--- src/gtc_defines.svh ---
`ifndef GTC_DEFINES_SVH
`define GTC_DEFINES_SVH

// Register indices on the plain register port
`define GTC_ADDR_COUNT_LOW   4'h0
`define GTC_ADDR_COUNT_HIGH  4'h1
`define GTC_ADDR_TIMER_CTRL  4'h2
`define GTC_ADDR_GATE_CTRL   4'h3
`define GTC_ADDR_CLK_SEL     4'h4
`define GTC_ADDR_GATE_SEL    4'h5
`define GTC_ADDR_FLAGS       4'h6
`define GTC_ADDR_IRQ_EN      4'h7

// Timer control fields
`define GTC_TC_ON            0
`define GTC_TC_SYNC_BYPASS   2
`define GTC_TC_PRESCALE_LO   4
`define GTC_TC_PRESCALE_HI   5

// Gate control fields
`define GTC_GC_GATE_VALUE_STATUS          2
`define GTC_GC_GO            3
`define GTC_GC_SPM           4
`define GTC_GC_TOGGLE        5
`define GTC_GC_POL           6
`define GTC_GC_ENABLE        7

// Flag and enable fields
`define GTC_FL_OVERFLOW      0
`define GTC_FL_GATE_EVENT    1

// Clock select codes
`define GTC_CS_EXT_PIN       4'h0
`define GTC_CS_INSTR         4'h1
`define GTC_CS_FULL_OSC      4'h2
`define GTC_CS_TMR0_OVF      4'h8

// Gate select codes
`define GTC_GS_PIN           5'h00
`define GTC_GS_TMR0_OVF      5'h01
`define GTC_GS_CMP1          5'h0D
`define GTC_GS_CMP2          5'h0E

// Full-rate oscillator cycles per instruction cycle
`define GTC_OSC_PER_INSTR    4

`endif

--- src/gtc_pkg.sv ---
package gtc_pkg;
    typedef enum logic [1:0] {
        GTC_ARM_WAIT_FALL,
        GTC_ARM_READY
    } gtc_arm_t;

    typedef enum logic [1:0] {
        GTC_SP_IDLE,
        GTC_SP_ARMED,
        GTC_SP_ACTIVE
    } gtc_sp_t;
endpackage

--- src/gtc_edge_sync.sv ---
`timescale 1ns/10ps
`include "gtc_defines.svh"

// Two-stage synchroniser with optional bypass and edge outputs
module gtc_edge_sync
    import gtc_pkg::*;
(
    input  wire logic sys_clk,
    input  wire logic rst,
    input  wire logic bypass,
    input  wire logic din,
    output logic      level,
    output logic      rise,
    output logic      fall
);
    logic stage1;
    logic stage2;
    logic last;

    // First stage feeds only the second stage
    always_ff @(posedge sys_clk or posedge rst) begin
        if (rst) begin
            stage1 <= 1'b0;
            stage2 <= 1'b0;
        end else begin
            stage1 <= din;
            stage2 <= stage1;
        end
    end

    // Bypass trades metastability margin for no added latency
    assign level = bypass ? din : stage2;

    // Previous level for edge detection
    always_ff @(posedge sys_clk or posedge rst) begin
        if (rst) begin
            last <= 1'b0;
        end else begin
            last <= level;
        end
    end

    assign rise = level & ~last;
    assign fall = ~level & last;
endmodule

--- src/gtc_timer.sv ---
`timescale 1ns/10ps
`include "gtc_defines.svh"

module gtc_timer
    import gtc_pkg::*;
#(
    parameter int CNT_W = 16,
    parameter int PS_W  = 2
)
(
    input  wire logic       sys_clk,
    input  wire logic       rst,
    input  wire logic [3:0] reg_addr,
    input  wire logic [7:0] reg_wdata,
    input  wire logic       reg_wr,
    input  wire logic       reg_rd,
    output logic [7:0]      reg_rdata,
    input  wire logic       instr_tick,
    input  wire logic       ext_count_in,
    input  wire logic       tmr0_ovf_pulse,
    input  wire logic       gate_pin,
    input  wire logic       cmp1_out,
    input  wire logic       cmp2_out,
    output logic            overflow_flag,
    output logic            gate_event_flag,
    output logic            irq
);
    // ------------------------------------------------------------
    // Registers
    // ------------------------------------------------------------
    logic [CNT_W-1:0] count;
    logic [7:0]       timer_ctrl;
    logic [7:0]       gate_ctrl;
    logic [3:0]       clk_sel;
    logic [4:0]       gate_sel;
    logic [1:0]       irq_en;
    logic [PS_W+1:0]  prescale_cnt;
    logic             go_bit;
    logic             toggle_ff;
    gtc_arm_t         arm_state;
    gtc_sp_t          sp_state;

    logic timer_on;
    logic gate_en;
    logic wr_count;
    assign timer_on = timer_ctrl[`GTC_TC_ON];
    assign gate_en  = gate_ctrl[`GTC_GC_ENABLE];
    assign wr_count = reg_wr && (reg_addr == `GTC_ADDR_COUNT_LOW
                              || reg_addr == `GTC_ADDR_COUNT_HIGH);

    // ------------------------------------------------------------
    // Input conditioning
    // ------------------------------------------------------------
    // Level of the external input is unused; only its edges count
    logic ext_rise;
    logic ext_fall;
    logic bypass;
    assign bypass = timer_ctrl[`GTC_TC_SYNC_BYPASS];

    gtc_edge_sync u_ext_sync (
        .sys_clk (sys_clk),
        .rst     (rst),
        .bypass  (bypass),
        .din     (ext_count_in),
        .level   (),
        .rise    (ext_rise),
        .fall    (ext_fall)
    );

    logic gate_raw;
    always_comb begin
        case (gate_sel)
            `GTC_GS_PIN:      gate_raw = gate_pin;
            `GTC_GS_TMR0_OVF: gate_raw = tmr0_ovf_pulse;
            `GTC_GS_CMP1:     gate_raw = cmp1_out;
            `GTC_GS_CMP2:     gate_raw = cmp2_out;
            default:          gate_raw = 1'b0;
        endcase
    end

    // Comparators may be asynchronous, so every gate source is synchronised
    logic gate_src;
    logic gate_src_rise;
    logic gate_src_fall;
    gtc_edge_sync u_gate_sync (
        .sys_clk (sys_clk),
        .rst     (rst),
        .bypass  (1'b0),
        .din     (gate_raw),
        .level   (gate_src),
        .rise    (gate_src_rise),
        .fall    (gate_src_fall)
    );

    // Polarity applied before toggle; incrementing edge is active-going edge
    logic gate_pol_lvl;
    logic gate_inc_edge;
    assign gate_pol_lvl  = gate_ctrl[`GTC_GC_POL] ? gate_src : ~gate_src;
    assign gate_inc_edge = gate_ctrl[`GTC_GC_POL] ? gate_src_rise : gate_src_fall;

    // ------------------------------------------------------------
    // Gate toggle and single pulse
    // ------------------------------------------------------------
    // toggle flip-flop
    always_ff @(posedge sys_clk or posedge rst) begin
        if (rst) begin
            toggle_ff <= 1'b0;
        end else if (!gate_ctrl[`GTC_GC_TOGGLE] || !timer_on) begin
            toggle_ff <= 1'b0;
        end else if (gate_inc_edge) begin
            toggle_ff <= ~toggle_ff;
        end
    end

    logic toggled_lvl;
    assign toggled_lvl = gate_ctrl[`GTC_GC_TOGGLE] ? toggle_ff : gate_pol_lvl;

    logic toggled_last;
    always_ff @(posedge sys_clk or posedge rst) begin
        if (rst) begin
            toggled_last <= 1'b0;
        end else begin
            toggled_last <= toggled_lvl;
        end
    end

    logic tg_rise;
    logic tg_fall;
    assign tg_rise = toggled_lvl & ~toggled_last;
    assign tg_fall = ~toggled_lvl & toggled_last;

    always_ff @(posedge sys_clk or posedge rst) begin
        if (rst) begin
            sp_state <= GTC_SP_IDLE;
        end else if (!gate_ctrl[`GTC_GC_SPM] || !go_bit) begin
            sp_state <= GTC_SP_IDLE;
        end else begin
            case (sp_state)
                GTC_SP_IDLE:   sp_state <= GTC_SP_ARMED;
                GTC_SP_ARMED:  if (tg_rise) sp_state <= GTC_SP_ACTIVE;
                GTC_SP_ACTIVE: if (tg_fall) sp_state <= GTC_SP_IDLE;
                default:       sp_state <= GTC_SP_IDLE;
            endcase
        end
    end

    // Go bit: software sets; hardware clears at trailing edge or when mode off
    always_ff @(posedge sys_clk or posedge rst) begin
        if (rst) begin
            go_bit <= 1'b0;
        end else if (!gate_ctrl[`GTC_GC_SPM]) begin
            go_bit <= 1'b0;
        end else if (reg_wr && reg_addr == `GTC_ADDR_GATE_CTRL) begin
            go_bit <= reg_wdata[`GTC_GC_GO];
        end else if (sp_state == GTC_SP_ACTIVE && tg_fall) begin
            go_bit <= 1'b0;
        end
    end

    logic gate_value;
    assign gate_value = gate_ctrl[`GTC_GC_SPM] ? (sp_state == GTC_SP_ACTIVE && toggled_lvl)
                                               : toggled_lvl;

    logic gate_value_last;
    always_ff @(posedge sys_clk or posedge rst) begin
        if (rst) begin
            gate_value_last <= 1'b0;
        end else begin
            gate_value_last <= gate_value;
        end
    end

    // ------------------------------------------------------------
    // Count enable and prescale
    // ------------------------------------------------------------
    // enable table
    logic count_allowed;
    assign count_allowed = timer_on && (!gate_en || gate_value);

    logic ext_mode;
    assign ext_mode = (clk_sel == `GTC_CS_EXT_PIN);
    always_ff @(posedge sys_clk or posedge rst) begin
        if (rst) begin
            arm_state <= GTC_ARM_WAIT_FALL;
        end else if (wr_count || !timer_on) begin
            arm_state <= GTC_ARM_WAIT_FALL;
        end else begin
            case (arm_state)
                GTC_ARM_WAIT_FALL: if (ext_fall) arm_state <= GTC_ARM_READY;
                GTC_ARM_READY:     arm_state <= GTC_ARM_READY;
                default:           arm_state <= GTC_ARM_WAIT_FALL;
            endcase
        end
    end

    logic src_tick;
    always_comb begin
        case (clk_sel)
            `GTC_CS_EXT_PIN:  src_tick = ext_rise && arm_state == GTC_ARM_READY;
            `GTC_CS_INSTR:    src_tick = instr_tick;
            `GTC_CS_FULL_OSC: src_tick = 1'b1;
            `GTC_CS_TMR0_OVF: src_tick = tmr0_ovf_pulse;
            default:          src_tick = 1'b0;
        endcase
    end

    logic [PS_W+1:0] ps_limit;
    always_comb begin
        case (timer_ctrl[`GTC_TC_PRESCALE_HI:`GTC_TC_PRESCALE_LO])
            2'h3:    ps_limit = 4'h7;
            2'h2:    ps_limit = 4'h3;
            2'h1:    ps_limit = 4'h1;
            default: ps_limit = 4'h0;
        endcase
    end

    logic ps_tick;
    assign ps_tick = count_allowed && src_tick && (prescale_cnt >= ps_limit);

    always_ff @(posedge sys_clk or posedge rst) begin
        if (rst) begin
            prescale_cnt <= '0;
        end else if (wr_count) begin
            prescale_cnt <= '0;
        end else if (count_allowed && src_tick) begin
            prescale_cnt <= ps_tick ? '0 : prescale_cnt + 1'b1;
        end
    end

    // ------------------------------------------------------------
    // Counter
    // ------------------------------------------------------------
    // byte-wise live count
    // full-rate oscillator: one count per system clock, i.e. four per instruction
    always_ff @(posedge sys_clk or posedge rst) begin
        if (rst) begin
            count <= '0;
        end else if (reg_wr && reg_addr == `GTC_ADDR_COUNT_LOW) begin
            count[7:0] <= reg_wdata;
        end else if (reg_wr && reg_addr == `GTC_ADDR_COUNT_HIGH) begin
            count[CNT_W-1:8] <= reg_wdata;
        end else if (ps_tick) begin
            count <= count + 1'b1;
        end
    end

    logic wrap;
    assign wrap = ps_tick && (count == {CNT_W{1'b1}}) && !wr_count;

    // ------------------------------------------------------------
    // Control registers and flags
    // ------------------------------------------------------------
    // Software-owned control bits
    always_ff @(posedge sys_clk or posedge rst) begin
        if (rst) begin
            timer_ctrl <= 8'h00;
            gate_ctrl  <= 8'h00;
            clk_sel    <= 4'h0;
            gate_sel   <= 5'h00;
            irq_en     <= 2'h0;
        end else if (reg_wr) begin
            case (reg_addr)
                `GTC_ADDR_TIMER_CTRL: timer_ctrl <= reg_wdata & 8'h35;
                `GTC_ADDR_GATE_CTRL:  gate_ctrl  <= reg_wdata & 8'hF0;
                `GTC_ADDR_CLK_SEL:    clk_sel    <= reg_wdata[3:0];
                `GTC_ADDR_GATE_SEL:   gate_sel   <= reg_wdata[4:0];
                `GTC_ADDR_IRQ_EN:     irq_en     <= reg_wdata[1:0];
                default:              irq_en     <= irq_en;
            endcase
        end
    end

    always_ff @(posedge sys_clk or posedge rst) begin
        if (rst) begin
            overflow_flag <= 1'b0;
        end else if (wrap) begin
            overflow_flag <= 1'b1;
        end else if (reg_wr && reg_addr == `GTC_ADDR_FLAGS && reg_wdata[`GTC_FL_OVERFLOW]) begin
            overflow_flag <= 1'b0;
        end
    end

    always_ff @(posedge sys_clk or posedge rst) begin
        if (rst) begin
            gate_event_flag <= 1'b0;
        end else if (!gate_value && gate_value_last) begin
            gate_event_flag <= 1'b1;
        end else if (reg_wr && reg_addr == `GTC_ADDR_FLAGS
                     && reg_wdata[`GTC_FL_GATE_EVENT]) begin
            gate_event_flag <= 1'b0;
        end
    end

    assign irq = (overflow_flag & irq_en[`GTC_FL_OVERFLOW])
               | (gate_event_flag & irq_en[`GTC_FL_GATE_EVENT]);

    // ------------------------------------------------------------
    // Read port
    // ------------------------------------------------------------
    // coherent byte read: single-clock count register is never mid-update
    always_ff @(posedge sys_clk or posedge rst) begin
        if (rst) begin
            reg_rdata <= 8'h00;
        end else if (reg_rd) begin
            case (reg_addr)
                `GTC_ADDR_COUNT_LOW:  reg_rdata <= count[7:0];
                `GTC_ADDR_COUNT_HIGH: reg_rdata <= count[CNT_W-1:8];
                `GTC_ADDR_TIMER_CTRL: reg_rdata <= timer_ctrl;
                `GTC_ADDR_GATE_CTRL:  reg_rdata <= {gate_ctrl[7:4], go_bit, gate_value, 2'b00};
                `GTC_ADDR_CLK_SEL:    reg_rdata <= {4'h0, clk_sel};
                `GTC_ADDR_GATE_SEL:   reg_rdata <= {3'h0, gate_sel};
                `GTC_ADDR_FLAGS:      reg_rdata <= {6'h00, gate_event_flag, overflow_flag};
                `GTC_ADDR_IRQ_EN:     reg_rdata <= {6'h00, irq_en};
                default:              reg_rdata <= 8'h00;
            endcase
        end else begin
            reg_rdata <= 8'h00;
        end
    end

    // ------------------------------------------------------------
    // Checks
    // ------------------------------------------------------------
    AST_WRAP_SETS_FLAG: assert property (@(posedge sys_clk) disable iff (rst)
        wrap |=> overflow_flag && count == '0)
        else $error("wrap did not set overflow flag");

    AST_OFF_HOLDS: assert property (@(posedge sys_clk) disable iff (rst)
        (!timer_on && !wr_count) |=> $stable(count))
        else $error("counter moved while off");

    AST_GATE_HOLD: assert property (@(posedge sys_clk) disable iff (rst)
        (timer_on && gate_en && !gate_value && !wr_count) |=> $stable(count))
        else $error("counted with gate closed");

    AST_PS_CLEAR: assert property (@(posedge sys_clk) disable iff (rst)
        wr_count |=> prescale_cnt == '0)
        else $error("prescaler not cleared by count write");

    AST_TOGGLE_CLR: assert property (@(posedge sys_clk) disable iff (rst)
        !gate_ctrl[`GTC_GC_TOGGLE] |=> !toggle_ff)
        else $error("toggle flip-flop not held clear");

    AST_GATE_EVENT: assert property (@(posedge sys_clk) disable iff (rst)
        (gate_value_last && !gate_value) |=> gate_event_flag)
        else $error("gate fall did not set event flag");

    AST_GO_DONE: assert property (@(posedge sys_clk) disable iff (rst)
        (sp_state == GTC_SP_ACTIVE && tg_fall && !reg_wr) |=> !go_bit)
        else $error("go bit not cleared at trailing edge");

    AST_ARM_WRITE: assert property (@(posedge sys_clk) disable iff (rst)
        wr_count |=> arm_state == GTC_ARM_WAIT_FALL)
        else $error("count write did not rearm falling edge");
endmodule

--- config.mk ---
export PLATFORM = sky130hd
export DESIGN_NAME = gtc_timer
export DESIGN_NICKNAME = d
export VERILOG_FILES = /design/src/gtc_pkg.sv /design/src/gtc_edge_sync.sv /design/src/gtc_timer.sv
export VERILOG_INCLUDE_DIRS = /design/src /design/src/src
export SDC_FILE = /design/constraint.sdc
export NUM_CORES = 1
export LEC_CHECK = 0
export ABC_CLOCK_PERIOD_IN_PS = 2020
export BUFFER_PORTS_ARGS = -buffer_cell sky130_fd_sc_hd__buf_2
export CORE_MARGIN = 2
export CORE_UTILIZATION = 52
export DETAILED_ROUTE_END_ITERATION = 7
export GPL_TIMING_DRIVEN = 0
export PLACE_DENSITY = 0.85
export SLEW_MARGIN = 10
export SYNTH_ARGS = -nofsm -noshare
export SYNTH_HDL_FRONTEND = slang
export SYNTH_SLANG_ARGS = --single-unit
--- constraint.sdc ---
create_clock -name sys_clk -period 2.02 [get_ports sys_clk]
set_input_delay 0.505 -clock sys_clk [delete_from_list [all_inputs] [get_ports sys_clk]]
set_output_delay 0.505 -clock sys_clk [all_outputs]
set_load 0.02 [all_outputs]
After elaboration in Yosys (flattened, before gate mapping)
Index checks and enable logic that the tools add are counted.

cells by class
  add/sub/neg operators = 2
  eq/ne operators = 25
  order comparisons = 1
  reductions and logical operators = 47
  bitwise logic cells = 17
  multiplexer cells = 33

operator list
  operator                                              number
  case mux 8 bit (8 select lines)                       1
  two-way mux 8 bit                                     4
  adder 16 x 1 -> 16 bit (second input constant)        1
  equality test 16 bit (second input constant)          1
  equality test 4 x 3 -> 1 bit (second input constant)  4
  logical AND 1 bit                                     16
  two-way mux 16 bit                                    1
  AND reduction 2 bit                                   8
  two-way mux 1 bit                                     14
  equality test 4 x 2 -> 1 bit (second input constant)  3
  two-way mux 4 bit                                     3
  nonzero test 2 bit                                    6
  equality test 5 x 4 -> 1 bit (second input constant)  2
  two-way mux 2 bit                                     5
  inequality test 3 bit (second input constant)         3
  case mux 3 bit (3 select lines)                       1
  AND 1 bit                                             8
  equality test 4 x 1 -> 1 bit (second input constant)  2
  zero test 4 bit                                       2
  inverter 1 bit                                        8
  case mux 1 bit (4 select lines)                       2
  zero test 1 bit                                       7
  equality test 2 x 1 -> 1 bit (second input constant)  3
  equality test 2 bit (second input constant)           3
  12 further kinds                                      17

storage, ports and cells
  register bits = 63
  output and inout port bits = 11
  input port bits = 22
  word-level logic and storage cells = 148

Longest topological paths before layout
  depth after elaboration = 12
  depth in mapped cells = 8
  depth with buffers taken out = 8

By module
Synthesis repeated with hierarchy kept, for this count alone.

second synthesis, totals
  cells, all modules = 330
  area total of the unflattened synthesis = 3325.7 µm²

modules (own cells, without submodules)
  module         area an instance (µm²)  cells each  instances  sequential area each (µm²)
  gtc_timer      3120.5                  314         1          1401.3
  gtc_edge_sync  102.6                   8           2          75.1

Worst setup path before layout
No wires, ideal clock.

  path type = register to register
  start point = reg timer_ctrl[5]
  end point = reg count[11]
  period minus slack after synthesis = 2.140 ns
  setup slack = -0.120 ns
  path buffers = 0
  cell stages (with the launch flop) = 9
  data required time = 1.951 ns
  setup time = 0.069 ns
  arrival time = 2.071 ns
  path through = dfrtp_1 > or2_2 > ha_1 > nor2b_1 > o21a_1 > nor2_1 > nand2_4 > or4_1 > nand3_1

on the way
  longest elaborated chain between the ends = 6
  elaborated cells between the ends (all ways) = 8
  those cells by class = order compare (1); eq/ne (3); mux (1); reduce/logical (3)

RTL lines
  item                                                                        RTL line          text
  start, declared                                                             gtc_timer.sv:32   logic [7:0] timer_ctrl;
  start signal, assigned                                                      gtc_timer.sv:263  `GTC_ADDR_TIMER_CTRL: timer_ctrl <= reg_wdata & 8'h35;
  equality test 2 x 1 -> 1 bit / equality test 2 bit (equally long branches)  gtc_timer.sv:209  case (timer_ctrl[`GTC_TC_PRESCALE_HI:`GTC_TC_PRESCALE_LO])
  case mux 3 bit (3 select lines) *                                           gtc_timer.sv:209
  greater-or-equal comparator 4 bit *                                         gtc_timer.sv:218  assign ps_tick = count_allowed && src_tick && (prescale_cnt >= ps_limit);
  logical AND 1 bit *                                                         gtc_timer.sv:218
  nonzero test 2 bit (no source line) *                                       --
  AND reduction 2 bit (no source line) *                                      --
  end signal, assigned by index                                               gtc_timer.sv:241  count[CNT_W-1:8] <= reg_wdata;
  end signal, assigned                                                        gtc_timer.sv:243  count <= count + 1'b1;
  end, declared                                                               gtc_timer.sv:31   logic [CNT_W-1:0] count;

Mark *: on every way between the ends. The rest lies on a longest branch, timed or not.
A chain may end at the register's enable or synchronous reset.

Worst setup path after layout
  start point = reg clk_sel[3]
  end point = reg count[12]

on the way
  longest elaborated chain between the ends = 6
  elaborated cells between the ends (all ways) = 9
  those cells by class = eq/ne (3); mux (1); reduce/logical (5)

RTL lines
  item                                               RTL line          text
  start, declared                                    gtc_timer.sv:34   logic [3:0] clk_sel;
  start signal, assigned                             gtc_timer.sv:265  `GTC_ADDR_CLK_SEL: clk_sel <= reg_wdata[3:0];
  equality test 4 bit, or another cell as far along  gtc_timer.sv:198  case (clk_sel)
  case mux 1 bit (4 select lines) *                  gtc_timer.sv:198
  logical AND 1 bit * (2 in a row)                   gtc_timer.sv:218
  nonzero test 2 bit (no source line) *              --
  AND reduction 2 bit (no source line) *             --

Marked as above.

==> run_results.csv <==
group,metric,value,unit
floorplanning,die_h,84.9,um
sta,tightest_slew,0.674,ns
min_path,worst_hold_path_type,"input port to async pin",
global_routing,grt_max_degree,33,
detailed_routing,routed_wl,9430,um
worst_setup_path,worstPathRequired,2.27,ns
worst_setup_path,cp-end-kind,"flop",
place,placed_area,3690,um^2
synth,synth-xor-area-share,1.03,%
floorplanning,start_util,53.6,%
synth,synth.mux.area_fraction,12.2,%
floorplanning,die-area,7210,um^2
cells_and_area,fill_cells,453,
cells_and_area,antennaDiodeCount,0,
clocking,insertion_delay,0.35,ns
synth,synthTopCellsByArea,"dfrtp_1 46%, mux2_2 7.3%, nor2_1 3.1%, mux2i_1 2.9%, nand2_1 2.8%",
place,io_buffer_count,31,
sta,fin_crit,2.10,ns
worst_setup_path,r2r-end,"count[12]$_DFFE_PP0P_",
worst_setup_path,crit_fanout,5,
clocking,clock-root-buffer,"clkbuf_8",
synth,synthAdderAreaFrac,1.84,%
sta,finalClockSkew,0.0137,ns
place,pre_cts_ws,-0.338,ns
worst_setup_path,r2r_setup_slack,-0.08,ns
synth,yosysWarnings,0,
global_routing,grt_pass1_vias,3011,
detailed_routing,drt_pass1_iterations,5,
clocking,cts_hold_buf,0,
synth,syn_nets,356,
clocking,clk_path_buf_depth,2,
global_routing,grt.total_usage,26.7,%
place,dp_hpwl,6200,um
synth,syn-instance-count,329,
sta,slew_headroom,55.0,%
detailed_routing,drtIter0Drc,301,
sta,finalSetupViolCount,5,
synth,synth_top_family_by_area,"simple AND/OR/NAND/NOR gates",
power_and_ir_drop,peakVddDrop,0.739,mV
floorplanning,die_width,84.9,um
clocking,cts_buffers,9,
sta,hold_viol,0,
worst_setup_path,startpoint_type,"flop",
synth,synth_top_area_share,45.6,%
detailed_routing,via_per_inst,6.42,
synth,yosysUniqueCellTypes,61,
global_routing,grt_util_met1,34.2,%
global_routing,grt-ovfl-total,0,
sta,maxSlewViolCount,0,
synth,synth_edf_count,0,
run_status,violations,"setup timing",
detailed_routing,drc,0,
worst_setup_path,criticalPathCategory,"flop to flop",
synth,yosysSeqAreaShare,45.6,%
detailed_routing,via_count,3043,
synth,yosysTopAreaCell,"dfrtp_1",
sta,layout_setup_ws,-0.0780,ns
floorplanning,core-area,6350,um^2
cells_and_area,postLayoutCellArea,4260,um^2
synth,ys.flop_type,"dfrtp_1",
worst_setup_path,reg2regPathDepth,6,
detailed_routing,wl_per_cell,19.9,um
clocking,clock-sinks,62,
sta,fin_crit_sh,104,%
cells_and_area,layout_commonest_cell,"dfrtp_1",
power_and_ir_drop,leakagePower,0.00180,uW
sta,max_clock_freq,0.477,GHz
synth,synthArstFlopShare,100,%
cells_and_area,syn2layout_area_growth,25.3,%
run,maxCapViolCount,0,
power_and_ir_drop,power_density,978,nW/um^2
sta,grt_setup_unrepaired,"yes",
floorplanning,rows,29,
place,globalplace.congestion,0.927,
detailed_routing,ant_nets,0,
global_routing,antenna_found_initial,0,
synth,synth_area,3400,um^2
synth,synth_simple_gate_area_share,21.6,%
worst_setup_path,crit_start,"clk_sel[3]$_DFFE_PP0P_",
synth,synth_compound_gate_area_share,14.5,%
synth,avgSynthCellArea,10.3,um^2
floorplanning,ios,33,
worst_setup_path,r2r_start,"clk_sel[3]$_DFFE_PP0P_",
cells_and_area,fin_nets,420,
global_routing,met3_usage,5.93,%
global_routing,grt_pass1_wl,14800,um
synth,synth-seq-cells,62,
global_routing,grt_use_met2,44.1,%
clocking,clkSlewWorstSetupHoldPaths,0.07,ns
cells_and_area,final_cell_mix,"56 x dfrtp_1, 32 x buf_2, 27 x nor2_1",
clocking,cts_tree,"built",
worst_setup_path,arrival,2.34,ns
clocking,cts_max_level,3,
run_status,status,"finished with violations",
cells_and_area,drive_gt1_share,37.5,%
worst_setup_path,endpoint,"count[12]$_DFFE_PP0P_",
global_routing,busiest_layer,"met2",
worst max-delay path: stages, from the launching register on:
cell	delay, ns
dfrtp_2	0.46
buf_6	0.13
and4bb_1	0.24
nor3_4	0.07
a211o_4	0.36
or3_4	0.45
o311ai_2	0.28
power by group:
| part | total, uW | internal, uW | switching (uW) |
|---|---|---|---|
| sequential | 1870 | 1500 | 369 |
| combinational | 1340 | 657 | 680 |
| clock | 964 | 505 | 459 |
final cells by class:
cell class | instances | area (um^2) | share of cell area [%]
Buffer | 13 | 78.8 | 1.85
Clock buffer | 14 | 163 | 3.82
Clock inverter | 1 | 5.00 | 0.117
Inverter | 9 | 37.5 | 0.881
Multi-Input combinational cell | 246 | 1980 | 46.5
Sequential cell | 62 | 1560 | 36.6
Tap cell | 77 | 96.3 | 2.26
Timing Repair Buffer | 52 | 340 | 7.98
how the worst min path moves through the flow:
stage                                start                          end  cells after the start
2_1_floorplan  u_ext_sync.stage1$_DFF_PP0_  u_ext_sync.stage2$_DFF_PP0_                      0
3_5_place_dp   u_ext_sync.stage1$_DFF_PP0_  u_ext_sync.stage2$_DFF_PP0_                      0
5_1_grt                       ext_count_in  u_ext_sync.stage1$_DFF_PP0_                      1
4_1_cts                                rst       toggled_last$_DFF_PP0_                      2
6_report                               rst    timer_ctrl[0]$_DFFE_PP0P_                      2
3_3_place_gp   u_ext_sync.stage1$_DFF_PP0_  u_ext_sync.stage2$_DFF_PP0_                      0
cell usage after synthesis (all sizes together) (3+ instances only):
cell type / number
nand2: 28
mux2i: 10
o311ai: 4
mux2: 22
buf: 4
a211oi: 4
nor3: 15
a31oi: 4
o22ai: 7
mux4: 3
o21ai: 12
o211ai: 5
nor4: 7
inv: 9
a22oi: 7
ha: 5
xor2: 3
clkbuf: 9
a21oi: 13
a311oi: 3
nand3b: 4
nor2b: 4
nand2b: 5
dfrtp: 62
nor3b: 6
nor2: 28
nand3: 15
and3: 3
logic make-up (layout without fill, tap and decap cells):
| kind of cell | after synthesis | count (layout) |
|---|---|---|
| buffers and inverters | 22 | 89 |
| DFF | 62 | 62 |
| AOI/OAI and AO/OA | 71 | 71 |
| muxes | 35 | 35 |
| xor gates and xnor gates | 4 | 4 |
| and+or+nand+nor | 130 | 131 |
| adders and majority gates | 5 | 5 |
flip-flops by register name (all words and copies together), names as in the netlist, 2 cells and up:
name,count
count,16
reg_rdata,8
gate_sel,5
clk_sel,4
gate_ctrl,4
prescale_cnt,4
timer_ctrl,4
irq_en,2
sp_state,2
through the flow:
stage               power (uW)  setup TNS [ns]  hold WS [ns]  utilization, %  instances
floorplan                 2470         -0.0129         0.331               -        329
global placement          2730           -3.90         0.336            57.8        437
detailed placement        2790           -4.92         0.335            58.1        438
CTS                       3950         -0.0988         0.262            64.1        467
global route              4370          -0.663         0.289            67.1        474
finish                    4170          -0.181         0.248            67.1        474
metal layers:
| layer | part of all wire [%] | up-vias |
|---|---|---|
| li1 | - | 1350 |
| met1 | 40 | 1503 |
| met2 | 49 | 152 |
| met3 | 7.6 | 38 |
| met4 | 3.3 | 0 |
| met5 | 0 | - |
timing repair:
item,4_1_cts,5_1_grt
setup buffers,14,6
gates resized for setup,21,36
pin swaps,15,8
gates cloned,0,1
setup endpoints to repair,17,19
endpoints found under the hold margin,0,0
Note: power is estimated with default switching activity, not from simulation.
